--- src/design/pc_seq_pkg.sv ---
// Shared constants and types for the program counter sequencer
`default_nettype none
package pc_seq_pkg;
	localparam int PC_W = 11;
	localparam int WORD_W = 14;
	localparam int STACK_LEVELS = 6;
	localparam int PHASES = 4;
	localparam int IRQ_N = 5;
	localparam int AXI_AW = 8;
	localparam logic [1:0] LAST_PHASE = 2'h3;
	// Register indices; byte address is four times the index
	localparam logic [7:0] LOW_BYTE_IDX = 8'h06;
	localparam logic [7:0] STATUS_IDX = 8'h10;
	localparam logic [7:0] CTRL_IDX = 8'h11;
	localparam logic [AXI_AW-1:0] LOW_BYTE_ADDR = 8'h18;
	localparam logic [AXI_AW-1:0] STATUS_ADDR = 8'h40;
	localparam logic [AXI_AW-1:0] CTRL_ADDR = 8'h44;
	localparam logic [31:0] CTRL_RESET = 32'h0000_0001;
	localparam int CTRL_RUN_BIT = 0;
	localparam int STATUS_DEPTH_LSB = 16;
	localparam int STATUS_VALID_BIT = 20;
	localparam logic [PC_W-1:0] RESET_VECTOR = 11'h000;
	localparam logic [2:0] LAST_PAGE = 3'h7;
	localparam logic [1:0] RESP_OKAY = 2'h0;
	localparam logic [1:0] RESP_SLVERR = 2'h2;
	// Vectors in priority order, lowest address first
	localparam logic [PC_W-1:0] IRQ_VECTOR [IRQ_N] = '{11'h004, 11'h008, 11'h00c, 11'h014, 11'h018};
	typedef enum logic [2:0] {
		OP_SEQ = 3'h0,
		OP_SKIP = 3'h1,
		OP_JUMP = 3'h2,
		OP_CALL = 3'h3,
		OP_RET = 3'h4,
		OP_LOAD_LOW = 3'h5,
		OP_TABLE = 3'h6,
		OP_TABLE_LAST = 3'h7
	} xfer_op_t;
endpackage : pc_seq_pkg
`default_nettype wire

--- src/design/return_stack_if.sv ---
// Carrier between the sequencer and its return stack
`default_nettype none
interface return_stack_if;
	import pc_seq_pkg::*;
	logic push;
	logic pop;
	logic [PC_W-1:0] push_data;
	logic [PC_W-1:0] top;
	logic full;
	logic [2:0] depth;
	modport seq (output push, pop, push_data, input top, full, depth);
	modport stack (input push, pop, push_data, output top, full, depth);
endinterface : return_stack_if
`default_nettype wire

--- src/design/program_counter_sequencer.sv ---
// Four-phase fetch/execute sequencer with program counter and AXI4-Lite registers
// Behaviour
// [RQ1] Each instruction cycle is exactly four system clock periods of phases.
// [RQ2] A word fetched in one cycle is executed in the next while fetching.
// [RQ3] Counter-changing instructions take two cycles; the prefetched word becomes a dummy.
// [RQ4] The counter is 11 bits wide, addressing 2048 words.
// [RQ5] After each fetch the counter advances by one.
// [RQ6] A true skip discards the prefetched word; counter ends at plus two.
// [RQ7] Reset loads zero; each interrupt loads its fixed vector.
// [RQ8] Writing the low byte replaces bits 7..0, keeping bits 10..8.
// [RQ9] Jump or call loads all eleven bits from the instruction field.
// [RQ10] Return restores all eleven bits from the top stack entry.
// [RQ11] Software reads and writes the counter low byte at register 06H.
// [RQ12] Program memory is 2048x14, addressed by counter or table pointer.
// [RQ13] An interrupt is taken only if requested, enabled and stack not full.
// [RQ14] Calls and interrupt acknowledges push the counter on a six-level stack.
// [RQ15] Among pending enabled interrupts the lowest vector is served first.
//
// Our own choice: the AXI4-Lite slave port.
`default_nettype none
module program_counter_sequencer
	import pc_seq_pkg::*;
(
	input wire logic core_clk_i,
	input wire logic resetn_i,
	input wire logic [pc_seq_pkg::AXI_AW-1:0] s_axi_awaddr,
	input wire logic s_axi_awvalid,
	output logic s_axi_awready,
	input wire logic [31:0] s_axi_wdata,
	input wire logic [3:0] s_axi_wstrb,
	input wire logic s_axi_wvalid,
	output logic s_axi_wready,
	output logic [1:0] s_axi_bresp,
	output logic s_axi_bvalid,
	input wire logic s_axi_bready,
	input wire logic [pc_seq_pkg::AXI_AW-1:0] s_axi_araddr,
	input wire logic s_axi_arvalid,
	output logic s_axi_arready,
	output logic [31:0] s_axi_rdata,
	output logic [1:0] s_axi_rresp,
	output logic s_axi_rvalid,
	input wire logic s_axi_rready,
	output logic [pc_seq_pkg::PC_W-1:0] pmem_addr_o,
	input wire logic [pc_seq_pkg::WORD_W-1:0] pmem_data_i,
	input wire logic [7:0] table_pointer_i,
	output logic [3:0] phase_o,
	output logic [pc_seq_pkg::WORD_W-1:0] exec_word_o,
	output logic exec_valid_o,
	output logic [pc_seq_pkg::WORD_W-1:0] table_word_o,
	input wire pc_seq_pkg::xfer_op_t xfer_op_i,
	input wire logic [pc_seq_pkg::PC_W-1:0] xfer_addr_i,
	input wire logic [7:0] counter_low_byte_i,
	input wire logic [pc_seq_pkg::IRQ_N-1:0] irq_req_i,
	input wire logic [pc_seq_pkg::IRQ_N-1:0] irq_en_i,
	output logic [pc_seq_pkg::IRQ_N-1:0] irq_ack_o
);
	import pc_seq_pkg::*;

	function automatic logic [PC_W-1:0] merge_low(input logic [PC_W-1:0] pc, input logic [7:0] lo);
		merge_low = {pc[PC_W-1:8], lo};
	endfunction : merge_low

	// =========================================
	// Phase divider
	logic [1:0] phase_ff;
	logic [3:0] phase_oh_ff;
	logic [31:0] ctrl_ff;
	wire logic run = ctrl_ff[CTRL_RUN_BIT];
	wire logic boundary = (phase_ff == LAST_PHASE) && run;
	always_ff @(posedge core_clk_i)
	begin
		if (!resetn_i)
		begin
			phase_ff <= 2'h0;
			phase_oh_ff <= 4'h1;
		end
		else
		begin
			phase_ff <= phase_ff + 2'h1; // RQ1
			phase_oh_ff <= {phase_oh_ff[2:0], phase_oh_ff[3]};
		end
	end
	assign phase_o = phase_oh_ff;

	// =========================================
	// Return stack
	return_stack_if stk ();
	return_stack #(.LEVELS(STACK_LEVELS)) u_stack (
		.core_clk_i(core_clk_i),
		.resetn_i(resetn_i),
		.st(stk.stack)
	);

	// =========================================
	// Sequencing decisions
	logic [PC_W-1:0] pc_ff; // RQ4
	logic [WORD_W-1:0] instr_ff;
	logic valid_ff;
	logic tbl_sel_ff;
	logic [WORD_W-1:0] tbl_word_ff;
	logic [PC_W-1:0] pmem_addr_ff;
	logic [IRQ_N-1:0] ack_ff;
	logic [7:0] sw_low_ff;
	logic sw_pend_ff;
	wire logic exec_op = valid_ff && !tbl_sel_ff;
	wire logic do_skip = exec_op && xfer_op_i == OP_SKIP;
	wire logic do_jump = exec_op && (xfer_op_i == OP_JUMP || xfer_op_i == OP_CALL);
	wire logic do_call = exec_op && xfer_op_i == OP_CALL;
	wire logic do_ret = exec_op && xfer_op_i == OP_RET;
	wire logic do_low = exec_op && xfer_op_i == OP_LOAD_LOW;
	wire logic do_tbl = exec_op && (xfer_op_i == OP_TABLE || xfer_op_i == OP_TABLE_LAST);
	wire logic quiet = !(do_skip || do_jump || do_ret || do_low || do_tbl) && !tbl_sel_ff;
	wire logic [IRQ_N-1:0] irq_live = irq_req_i & irq_en_i;
	// Lowest set bit wins, which is the lowest vector address
	wire logic [IRQ_N-1:0] irq_pick = irq_live & (~irq_live + 5'h01); // RQ15
	wire logic take_irq = quiet && (irq_live != '0) && !stk.full; // RQ13
	wire logic take_sw = quiet && !take_irq && sw_pend_ff;
	logic [PC_W-1:0] irq_vec;
	always_comb
	begin
		irq_vec = RESET_VECTOR;
		for (int i = IRQ_N - 1; i >= 0; i--)
			if (irq_pick[i])
				irq_vec = IRQ_VECTOR[i]; // RQ7
	end
	wire logic [PC_W-1:0] tbl_addr = {(xfer_op_i == OP_TABLE_LAST) ? LAST_PAGE : pc_ff[PC_W-1:8],
		table_pointer_i};
	wire logic [PC_W-1:0] pc_inc = pc_ff + 11'h001;
	wire logic [PC_W-1:0] nxt_pc =
		tbl_sel_ff ? pc_ff :
		do_jump ? xfer_addr_i : // RQ9
		do_ret ? stk.top : // RQ10
		do_low ? merge_low(pc_ff, counter_low_byte_i) : // RQ8
		do_tbl ? pc_ff :
		take_irq ? irq_vec :
		take_sw ? merge_low(pc_ff, sw_low_ff) : // RQ8
		pc_inc; // RQ5 RQ6
	// Any transfer turns the already fetched word into a dummy
	wire logic nxt_valid = !(tbl_sel_ff || do_skip || do_jump || do_ret || do_low || do_tbl
		|| take_irq || take_sw); // RQ3 RQ6

	// Interrupt pushes the address of the discarded word so it is fetched again on return
	assign stk.push = boundary && (do_call || take_irq); // RQ14
	assign stk.push_data = pc_ff;
	assign stk.pop = boundary && do_ret;

	// =========================================
	// Pipeline registers
	always_ff @(posedge core_clk_i)
	begin
		if (!resetn_i)
		begin
			pc_ff <= RESET_VECTOR; // RQ7
			pmem_addr_ff <= RESET_VECTOR;
			instr_ff <= '0;
			valid_ff <= 1'b0;
			tbl_sel_ff <= 1'b0;
			tbl_word_ff <= '0;
			ack_ff <= '0;
		end
		else
		begin
			ack_ff <= (boundary && take_irq) ? irq_pick : '0;
			if (boundary)
			begin
				pc_ff <= nxt_pc;
				pmem_addr_ff <= do_tbl ? tbl_addr : nxt_pc; // RQ12
				instr_ff <= pmem_data_i; // RQ2
				valid_ff <= nxt_valid;
				tbl_sel_ff <= do_tbl;
				if (tbl_sel_ff)
					tbl_word_ff <= pmem_data_i;
			end
		end
	end
	assign pmem_addr_o = pmem_addr_ff;
	assign exec_word_o = instr_ff;
	assign exec_valid_o = valid_ff;
	assign table_word_o = tbl_word_ff;
	assign irq_ack_o = ack_ff;

	// =========================================
	// AXI4-Lite write channel
	logic aw_got_ff;
	logic w_got_ff;
	logic [AXI_AW-1:0] awaddr_ff;
	logic [31:0] wdata_ff;
	logic [3:0] wstrb_ff;
	logic bvalid_ff;
	logic [1:0] bresp_ff;
	wire logic aw_hs = s_axi_awvalid && !aw_got_ff && !bvalid_ff;
	wire logic w_hs = s_axi_wvalid && !w_got_ff && !bvalid_ff;
	wire logic wr_go = aw_got_ff && w_got_ff;
	wire logic wr_low = wr_go && awaddr_ff == LOW_BYTE_ADDR && wstrb_ff[0]; // RQ11
	wire logic wr_map = awaddr_ff == LOW_BYTE_ADDR || awaddr_ff == CTRL_ADDR
		|| awaddr_ff == STATUS_ADDR;
	always_ff @(posedge core_clk_i)
	begin
		if (!resetn_i)
		begin
			aw_got_ff <= 1'b0;
			w_got_ff <= 1'b0;
			awaddr_ff <= '0;
			wdata_ff <= '0;
			wstrb_ff <= '0;
			bvalid_ff <= 1'b0;
			bresp_ff <= RESP_OKAY;
		end
		else
		begin
			if (aw_hs)
			begin
				aw_got_ff <= 1'b1;
				awaddr_ff <= s_axi_awaddr;
			end
			if (w_hs)
			begin
				w_got_ff <= 1'b1;
				wdata_ff <= s_axi_wdata;
				wstrb_ff <= s_axi_wstrb;
			end
			if (wr_go)
			begin
				aw_got_ff <= 1'b0;
				w_got_ff <= 1'b0;
				bvalid_ff <= 1'b1;
				bresp_ff <= wr_map ? RESP_OKAY : RESP_SLVERR;
			end
			else if (bvalid_ff && s_axi_bready)
				bvalid_ff <= 1'b0;
		end
	end
	assign s_axi_awready = !aw_got_ff && !bvalid_ff;
	assign s_axi_wready = !w_got_ff && !bvalid_ff;
	assign s_axi_bvalid = bvalid_ff;
	assign s_axi_bresp = bresp_ff;

	// Software short jump waits for the next quiet instruction boundary at which no interrupt is taken
	always_ff @(posedge core_clk_i)
	begin
		if (!resetn_i)
		begin
			ctrl_ff <= CTRL_RESET;
			sw_pend_ff <= 1'b0;
			sw_low_ff <= 8'h00;
		end
		else
		begin
			if (wr_go && awaddr_ff == CTRL_ADDR && wstrb_ff[0])
				ctrl_ff[7:0] <= wdata_ff[7:0];
			if (wr_low)
			begin
				sw_pend_ff <= 1'b1; // RQ11
				sw_low_ff <= wdata_ff[7:0];
			end
			else if (boundary && take_sw)
				sw_pend_ff <= 1'b0;
		end
	end

	// =========================================
	// AXI4-Lite read channel
	logic rvalid_ff;
	logic [31:0] rdata_ff;
	logic [1:0] rresp_ff;
	wire logic ar_hs = s_axi_arvalid && !rvalid_ff;
	wire logic [31:0] status_word = {11'h000, valid_ff, 1'b0, stk.depth, 5'h00, pc_ff};
	wire logic rd_map = s_axi_araddr == LOW_BYTE_ADDR || s_axi_araddr == CTRL_ADDR
		|| s_axi_araddr == STATUS_ADDR;
	wire logic [31:0] rd_mux =
		s_axi_araddr == LOW_BYTE_ADDR ? {24'h000000, pc_ff[7:0]} : // RQ11
		s_axi_araddr == CTRL_ADDR ? ctrl_ff :
		s_axi_araddr == STATUS_ADDR ? status_word : 32'h0000_0000;
	always_ff @(posedge core_clk_i)
	begin
		if (!resetn_i)
		begin
			rvalid_ff <= 1'b0;
			rdata_ff <= '0;
			rresp_ff <= RESP_OKAY;
		end
		else if (ar_hs)
		begin
			rvalid_ff <= 1'b1;
			rdata_ff <= rd_mux;
			rresp_ff <= rd_map ? RESP_OKAY : RESP_SLVERR;
		end
		else if (rvalid_ff && s_axi_rready)
			rvalid_ff <= 1'b0;
	end
	assign s_axi_arready = !rvalid_ff;
	assign s_axi_rvalid = rvalid_ff;
	assign s_axi_rdata = rdata_ff;
	assign s_axi_rresp = rresp_ff;
endmodule : program_counter_sequencer
`default_nettype wire

--- src/design/return_stack.sv ---
// Return address stack; only its depth is visible to software, in the status register
`default_nettype none
module return_stack
	import pc_seq_pkg::*;
#(
	parameter int LEVELS = STACK_LEVELS
)(
	input wire logic core_clk_i,
	input wire logic resetn_i,
	return_stack_if.stack st
);
	logic [PC_W-1:0] mem_ff [LEVELS];
	logic [2:0] depth_ff;
	assign st.top = mem_ff[0];
	assign st.full = (depth_ff == 3'(LEVELS));
	assign st.depth = depth_ff;
	// =========================================
	// Storage
	// Shifting keeps the newest entry at index 0; a push when full drops the oldest
	always_ff @(posedge core_clk_i)
	begin
		if (st.push)
		begin
			mem_ff[0] <= st.push_data;
			for (int i = 1; i < LEVELS; i++)
				mem_ff[i] <= mem_ff[i-1];
		end
		else if (st.pop)
		begin
			for (int i = 0; i < LEVELS - 1; i++)
				mem_ff[i] <= mem_ff[i+1];
		end
	end
	always_ff @(posedge core_clk_i)
	begin
		if (!resetn_i)
			depth_ff <= 3'h0;
		else if (st.push && !st.full)
			depth_ff <= depth_ff + 3'h1;
		else if (st.pop && depth_ff != 3'h0)
			depth_ff <= depth_ff - 3'h1;
	end
endmodule : return_stack
`default_nettype wire

--- config.mk ---
export PLATFORM = sky130hd
export DESIGN_NAME = program_counter_sequencer
export DESIGN_NICKNAME = d
export VERILOG_FILES = /design/src/design/pc_seq_pkg.sv /design/src/design/return_stack_if.sv /design/src/design/program_counter_sequencer.sv /design/src/design/return_stack.sv
export SDC_FILE = /design/constraint.sdc
export NUM_CORES = 1
export LEC_CHECK = 0
export BUFFER_PORTS_ARGS = -buffer_cell sky130_fd_sc_hd__buf_2
export CAP_MARGIN = 20
export CORE_ASPECT_RATIO = 2
export CORE_MARGIN = 2
export CORE_UTILIZATION = 30
export CTS_CLUSTER_SIZE = 12
export DETAILED_ROUTE_END_ITERATION = 8
export HOLD_SLACK_MARGIN = 0.02
export PLACE_DENSITY = 0.62
export SETUP_SLACK_MARGIN = 0.02
export SKIP_LAST_GASP = 1
export SLEW_MARGIN = 0
export SYNTH_ARGS = -nofsm -noshare
export SYNTH_HDL_FRONTEND = slang
export SYNTH_HIERARCHICAL = 1
export SYNTH_SLANG_ARGS = --single-unit
--- constraint.sdc ---
create_clock -name core_clk_i -period 9.95 [get_ports core_clk_i]
set_input_delay 0.4975 -clock core_clk_i [delete_from_list [all_inputs] [get_ports core_clk_i]]
set_output_delay 0.4975 -clock core_clk_i [all_outputs]
set_load 0.02 [all_outputs]
Word-level counts from Yosys, hierarchy flattened

Memories as Yosys holds them, arrays and structs flattened.
Index checks and enable logic that the tools add are counted.

Memories kept: 1
Word-level logic and storage cells: 159
RAM bits: 66
Register bits after elaboration: 140
Input bits: 113

Memory list:

| name           | words | width | read ports | clocked after Yosys merged registers in | wr ports | line               | text |
|---|---|---|---|---|---|---|---|
| u_stack.mem_ff | 6     | 11    | 6          | 0                                       | 6        | return_stack.sv:12 | `logic [PC_W-1:0] mem_ff [LEVELS];` |

Bitwise logic cells: 9
Equal/unequal tests: 15
Reductions and logical operators: 69
Mux-type cells: 37
$add $sub $neg: 5

Operators by type and width:

| cell                  | number |
|---|---|
| $mux 11               | 17 |
| $mux 21               | 3 |
| $logic_and 1x1->1     | 33 |
| $eq 8x7->1 const B    | 4 |
| $logic_or 1x1->1      | 18 |
| $eq 8x5->1 const B    | 2 |
| $eq 3x3->1 const B    | 5 |
| $add 11x1->11 const B | 1 |
| $mux 1                | 11 |
| $and 5x5->5           | 2 |
| $logic_not 1->1       | 9 |
| $mux 3                | 3 |
| $reduce_bool 2->1     | 4 |
| $eq 3x2->1 const B    | 2 |
| $add 5x1->5 const B   | 1 |
| $mux 5                | 1 |
| $not 5->5             | 1 |
| $or 1x1->1            | 5 |
| $reduce_bool 5->1     | 1 |
| $mux 2                | 2 |
| $reduce_and 2->1      | 2 |
| $add 3x1->3 const B   | 1 |
| $eq 3x1->1 const B    | 1 |
| $reduce_bool 3->1     | 1 |
| 5 further kinds       | 5 |

Longest topological paths before layout

Word-level depth: 22
Depth in mapped cells: 12
Gate-level depth less buffers: 10

By module

Netlist, hierarchy kept.

By module, submodules not included:

| module                    | instances | cells an instance | area an instance (um2) |
|---|---|---|---|
| program_counter_sequencer | 1         | 722               | 5652.9 |
| return_stack              | 1         | 158               | 3174.3 |

Worst setup path after synthesis

No wires, ideal clock.

Kind: input-to-reg
From: in xfer_op_i[1]
To: reg u_stack.depth_ff[2] (netlist: u_stack/st.depth[2])
Library setup time: 0.086 ns
Path buffers: 3
Stages: 11
Data arrival time: 3.347 ns
Path slack: 6.518 ns
Cell sequence: buf_2 -> o31a_1 -> a211o_1 -> buf_6 -> a21oi_1 -> buf_6 -> o21ai_0 -> fa_1 -> nor3b_1 -> o21ai_0 -> a211oi_1

Longest elaborated chain between the ends: 15
Elaborated cells between the ends (all ways): 30
Those cells by class: eq/ne (7); mux (1); reduce/logical (22)

Ends and longest elaborated chain:

| item                                               | line                                                               | text |
|---|---|---|
| start, declared                                    | program_counter_sequencer.sv:50                                    | `input wire pc_seq_pkg::xfer_op_t xfer_op_i,` |
| $eq 3x2->1, on equally long branches               | program_counter_sequencer.sv:107, program_counter_sequencer.sv:108 |  |
| $logic_or 1x1->1                                   | program_counter_sequencer.sv:107                                   | `wire logic do_jump = exec_op && (xfer_op_i == OP_JUMP \|\| xfer_op_i == OP_CALL);` |
| $logic_and 1x1->1                                  | program_counter_sequencer.sv:107                                   |  |
| $logic_or 1x1->1 (4 in series)                     | program_counter_sequencer.sv:112                                   | `wire logic quiet = !(do_skip \|\| do_jump \|\| do_ret \|\| do_low \|\| do_tbl) && !tbl_sel_ff;` |
| $logic_not 1->1                                    | program_counter_sequencer.sv:112                                   |  |
| $logic_and 1x1->1                                  | program_counter_sequencer.sv:112                                   |  |
| $logic_and 1x1->1 (2 in series)                    | program_counter_sequencer.sv:116                                   | `wire logic take_irq = quiet && (irq_live != '0) && !stk.full;` |
| $logic_or 1x1->1 (*)                               | program_counter_sequencer.sv:143                                   | `assign stk.push = boundary && (do_call \|\| take_irq);` |
| $logic_and 1x1->1 (*)                              | program_counter_sequencer.sv:143                                   |  |
| net stk.push                                       | return_stack_if.sv:5                                               | `logic push;` |
| $logic_and 1x1->1 (*)                              | return_stack.sv:38                                                 | `else if (st.push && !st.full)` |
| $mux 3 / $reduce_bool 2->1 (equally long branches) | --                                                                 |  |
| end signal, assigned                               | return_stack.sv:39                                                 | `depth_ff <= depth_ff + 3'h1;` |
| end signal, assigned                               | return_stack.sv:41                                                 | `depth_ff <= depth_ff - 3'h1;` |
| end, declared                                      | return_stack.sv:13                                                 | `logic [2:0] depth_ff;` |

Mark *: on every way through the listed nets, which the timed path passes. The rest lies on a longest branch.
A chain may end at the register's enable or synchronous reset.

==> results.cfg <==
[clocking]
postCtsSetupRepairBufs = 0
root_buffer = clkbuf_16
cts_hold_buffers = 0
clock_path_buffers = 2
worst_skew_pair.late_latency_ns = 0.45
numClockSinks = 187
cts_tree = built
ctsResizeCount = 0
cts.clk_slew.worst_paths_ns = 0.07
tritoncts.num_buffers = 17
cts.htree.levels = 4

[global_routing]
antenna_violations_before_repair = 2
number_of_global_route_vias_before_repair = 6900
grt_max_degree = 87
grt_util_all_layers = 0.1599
grt_first_pass_wirelength_um = 38320
grt_ovf = 0

[detailed_routing]
detail-route-antenna-nets = 0
per_cell_routed_wire_length_um = 18.14
post-route-drc-count = 0
dr.pass1.iters = 5
post_drt_via_cell_ratio = 5.098
via_count = 7035
routed_wl_um = 25040
drt_iter0_markers = 391

[hold_path]
hold_path.startpoint = s_axi_rready
hold_depth = 2
hp-class = input port to flop
timing.hold.worst_endpoint = s_axi_rvalid$_SDFFE_PN0P_

[synth]
synth_area_per_cell_um2 = 10.03
dominant_combinational_cell_family_by_area_after_synthesis = simple AND/OR/NAND/NOR gates
gate_count_of_the_mapped_netlist = 880
post_synth_xor_area_fraction = 0.006945
yosys_most_used_dff = dfxtp_1
synth_fa_ha_area_frac = 0.005103
async_reset_ff_frac = 0
yosysUniqueCellTypes = 75
multiplexer_share_of_the_synthesized_area = 0.1100
synth-compound-area-share = 0.1575
synth_seq_area_share = 0.4989
post_synth_instance_area_um2 = 8827
synth_enable_flop_cells = 66
yosys_register_bits = 187
yosysWarningCount = 6
post_synth_and_or_nand_nor_area_fraction = 0.1620

[sta]
max_slew.worst_pin.slew_ns = 1.036
setup_viol_count_final = 0
fmax_mhz = 271.0
setup_repair_after_global_routing_missed_its_margin = false
finalHoldViolCount = 0
timing_max_transition_violations_final = 0
finalCriticalPeriod_ns = 3.690
fin_crit_sh = 0.3709
finalClockSkew_ns = 0.008065
timing.setup.tns_ns = 0
headroom_to_the_max_slew_limit = 0.3071

[setup_path]
arrival_ns = 3.89
setup.worst_path.end_class = flop
cp_max_fo = 50
crit-reg2reg-launch = exec_valid_o$_SDFFE_PN0P_
timing.rr.end = u_stack/mem_ff[2][0]$_DFFE_PP_
crit_path_max_incr_delay_ns = 0.74
cp_cell_sequence = o31a_1 -> a211o_1 -> a21oi_1 -> buf_4 -> nor2b_4 -> buf_4 -> mux2_4
worst_r2r_path_depth = 7
cp-start-kind = flop
path_class = flop to flop
cp_data_required_time_ns = 10.15
crit_slowest_cell = buf_4
crit_top_cell = buf_4
reg2reg_slack_ns = 6.26

[die]
floorplan.initialDensity = 0.3048
die_h_um = 246.6
pin_count = 203
core_area_um2 = 28960
standard_cell_row_count = 88
die_width_um = 125.3
die-area_um2 = 30900

[place]
globalplace.congestion = 0.8555
placement.io_buffers = 156
dpl.hpwl_um = 18290
dp_cells = 1343

[pwr]
power.switching_fraction = 0.2467
power.combinational.fraction = 0.083
power_switching_mw = 0.4094
power_density_nw_per_um2 = 161.1
p_int_mw = 1.250
worst_ir_drop_vdd_uv = 101.5
cellLeakagePower_nw = 3.967
seq_power_share = 0.498
clock_power_share = 0.419

[final_layout]
syn2layout_area_growth_pct = 16.66
layoutNonFillerInstCount = 1380
post_route_cells_drive_above_1_share = 0.2635
layout_net_count = 1120
final.fill_count = 2956

[status]
outcome = completed

[job]
cap_viol_max_count = 0
-- power by group through the flow --
stage	logic [mW]	clock network, mW	registers (mW)
2_1_floorplan	0.0856	0	0.847
3_3_place_gp	0.136	0	0.843
3_5_place_dp	0.138	0	0.843
4_1_cts	0.138	0.715	0.826
5_1_grt	0.150	0.743	0.829
6_report	0.137	0.695	0.826
-- routing by layer --
layer  global-route usage  up-vias  share of wire
li1                     -     3410              -
met1               0.1715     3358           0.38
met2               0.2842      205           0.53
met3              0.02866       62          0.035
met4               0.1072        0          0.053
met5                    0        -              0
-- how the worst max path moves through the flow --
stage,startpoint,end,slack (ns)
after floorplan,xfer_op_i[1],u_stack/st.depth[2]$_SDFFE_PN0P_,6.52
after global placement,xfer_op_i[0],u_stack/mem_ff[1][1]$_DFFE_PP_,6.18
after detailed placement,xfer_op_i[0],u_stack/mem_ff[2][0]$_DFFE_PP_,6.16
after CTS,u_stack/st.depth[1]$_SDFFE_PN0P_,u_stack/mem_ff[2][0]$_DFFE_PP_,6.29
after global routing,exec_valid_o$_SDFFE_PN0P_,u_stack/mem_ff[4][2]$_DFFE_PP_,6.11
final,exec_valid_o$_SDFFE_PN0P_,u_stack/mem_ff[2][0]$_DFFE_PP_,6.26
-- stage by stage --
stage	worst slack (ns)	instance area, um^2	total power, mW	hold WS [ns]	utilization
floorplan	6.518	8895	0.9326	0.3992	-
global placement	6.183	9679	0.9791	0.4076	0.3343
detailed placement	6.163	9679	0.9810	0.4182	0.3343
finish	6.260	10300	1.659	0.2261	0.3556
global route	6.108	10290	1.722	0.2288	0.3555
CTS	6.293	10280	1.679	0.2068	0.3549
-- cells in the final DEF (no fill, tap or decap), types with 4 or more instances in the layout --
cell,count
nand4_1,4
nand2_1,147
edfxtp_1,66
xor2_1,4
nand2b_1,9
mux2_2,8
a211oi_1,14
mux2_4,50
inv_1,6
a22oi_1,9
a31oi_1,6
mux2i_1,13
a221oi_1,13
o21ai_0,26
a32oi_1,6
buf_4,6
nand3_1,26
or2_2,4
o22ai_1,5
buf_2,157
nor2_1,54
a2111oi_0,4
conb_1,19
nor2b_1,5
clkbuf_16,17
dfxtp_1,121
nor3_1,20
and2_1,7
a211o_1,7
a21oi_1,101
-- registers in the layout, indices dropped and copies added (netlist names), 2 cells and up --
| name | count |
|---|---|
| pmem_addr_o | 11 |
| phase_ff | 2 |
| table_word_o | 14 |
| phase_o | 4 |
| exec_word_o | 14 |
| s_axi_rdata | 15 |
| u_stack/st.depth | 3 |
| u_stack/mem_ff | 66 |
| pc_ff | 11 |
| sw_low_ff | 8 |
| awaddr_ff | 8 |
| irq_ack_o | 5 |
| ctrl_ff | 8 |
| wdata_ff | 8 |
-- cells by family (layout without fill, tap and decap cells) --
group | Yosys count | count (layout)
and+or+nand+nor | 307 | 307
AOI/OAI and AO/OA | 219 | 219
buffers and inverters | 85 | 204
xor gates and xnor gates | 7 | 7
adders and majority gates | 3 | 3
other | 1 | 22
muxes | 71 | 71
DFF | 187 | 187
-- area by class of cell --
type                            instances  area, um^2  share of cell area
Sequential cell                       187        4404              0.4277
Antenna cell                            3       7.507           0.0007290
Clock inverter                         14       158.9             0.01543
Clock buffer                           18       439.2             0.04265
Tap cell                              360       450.4             0.04374
Timing Repair Buffer                  164       838.3             0.08141
Multi-Input combinational cell        626        3969              0.3854
Inverter                                8       30.03            0.002916
-- synth_stat cells, types with 3 or more instances --
cell type | n | area, um^2
a2111oi_0 | 4 | 35.03
a211o_1 | 7 | 61.31
a211oi_1 | 14 | 105.1
a21oi_1 | 101 | 505.5
a221oi_1 | 13 | 113.9
a22o_1 | 3 | 26.28
a22oi_1 | 9 | 67.56
a31oi_1 | 6 | 37.54
a32oi_1 | 6 | 52.55
and2_1 | 7 | 43.79
buf_1 | 8 | 30.03
buf_12 | 6 | 120.1
buf_2 | 5 | 25.02
buf_4 | 20 | 150.1
buf_6 | 3 | 33.78
clkbuf_1 | 34 | 127.6
dfxtp_1 | 121 | 2422
edfxtp_1 | 66 | 1982
inv_1 | 7 | 26.28
mux2_2 | 8 | 90.09
mux2_4 | 50 | 750.7
mux2i_1 | 13 | 130.1
nand2_1 | 147 | 551.8
nand2b_1 | 9 | 56.30
nand3_1 | 26 | 130.1
nand4_1 | 4 | 25.02
nand4b_1 | 3 | 26.28
nor2_1 | 54 | 202.7
nor2b_1 | 5 | 31.28
nor3_1 | 20 | 100.1
nor3b_1 | 3 | 22.52
nor4_1 | 3 | 18.77
o21a_1 | 3 | 22.52
o21ai_0 | 26 | 130.1
o221ai_1 | 3 | 26.28
o22ai_1 | 5 | 31.28
or2_2 | 4 | 25.02
or3_1 | 3 | 18.77
xnor2_1 | 3 | 26.28
xor2_1 | 4 | 35.03
-- worst max-delay path: cells and delay by family (launching register included) --
family | cells | cell delay (ns)
multiplexers | 1 | 0.35
buffers and inverters | 2 | 1.00
flip-flops | 1 | 0.68
AO/OA/AOI/OAI | 3 | 1.11
AND/OR/NAND/NOR | 1 | 0.22
No activity file was read; power rests on OpenSTA's default activity.
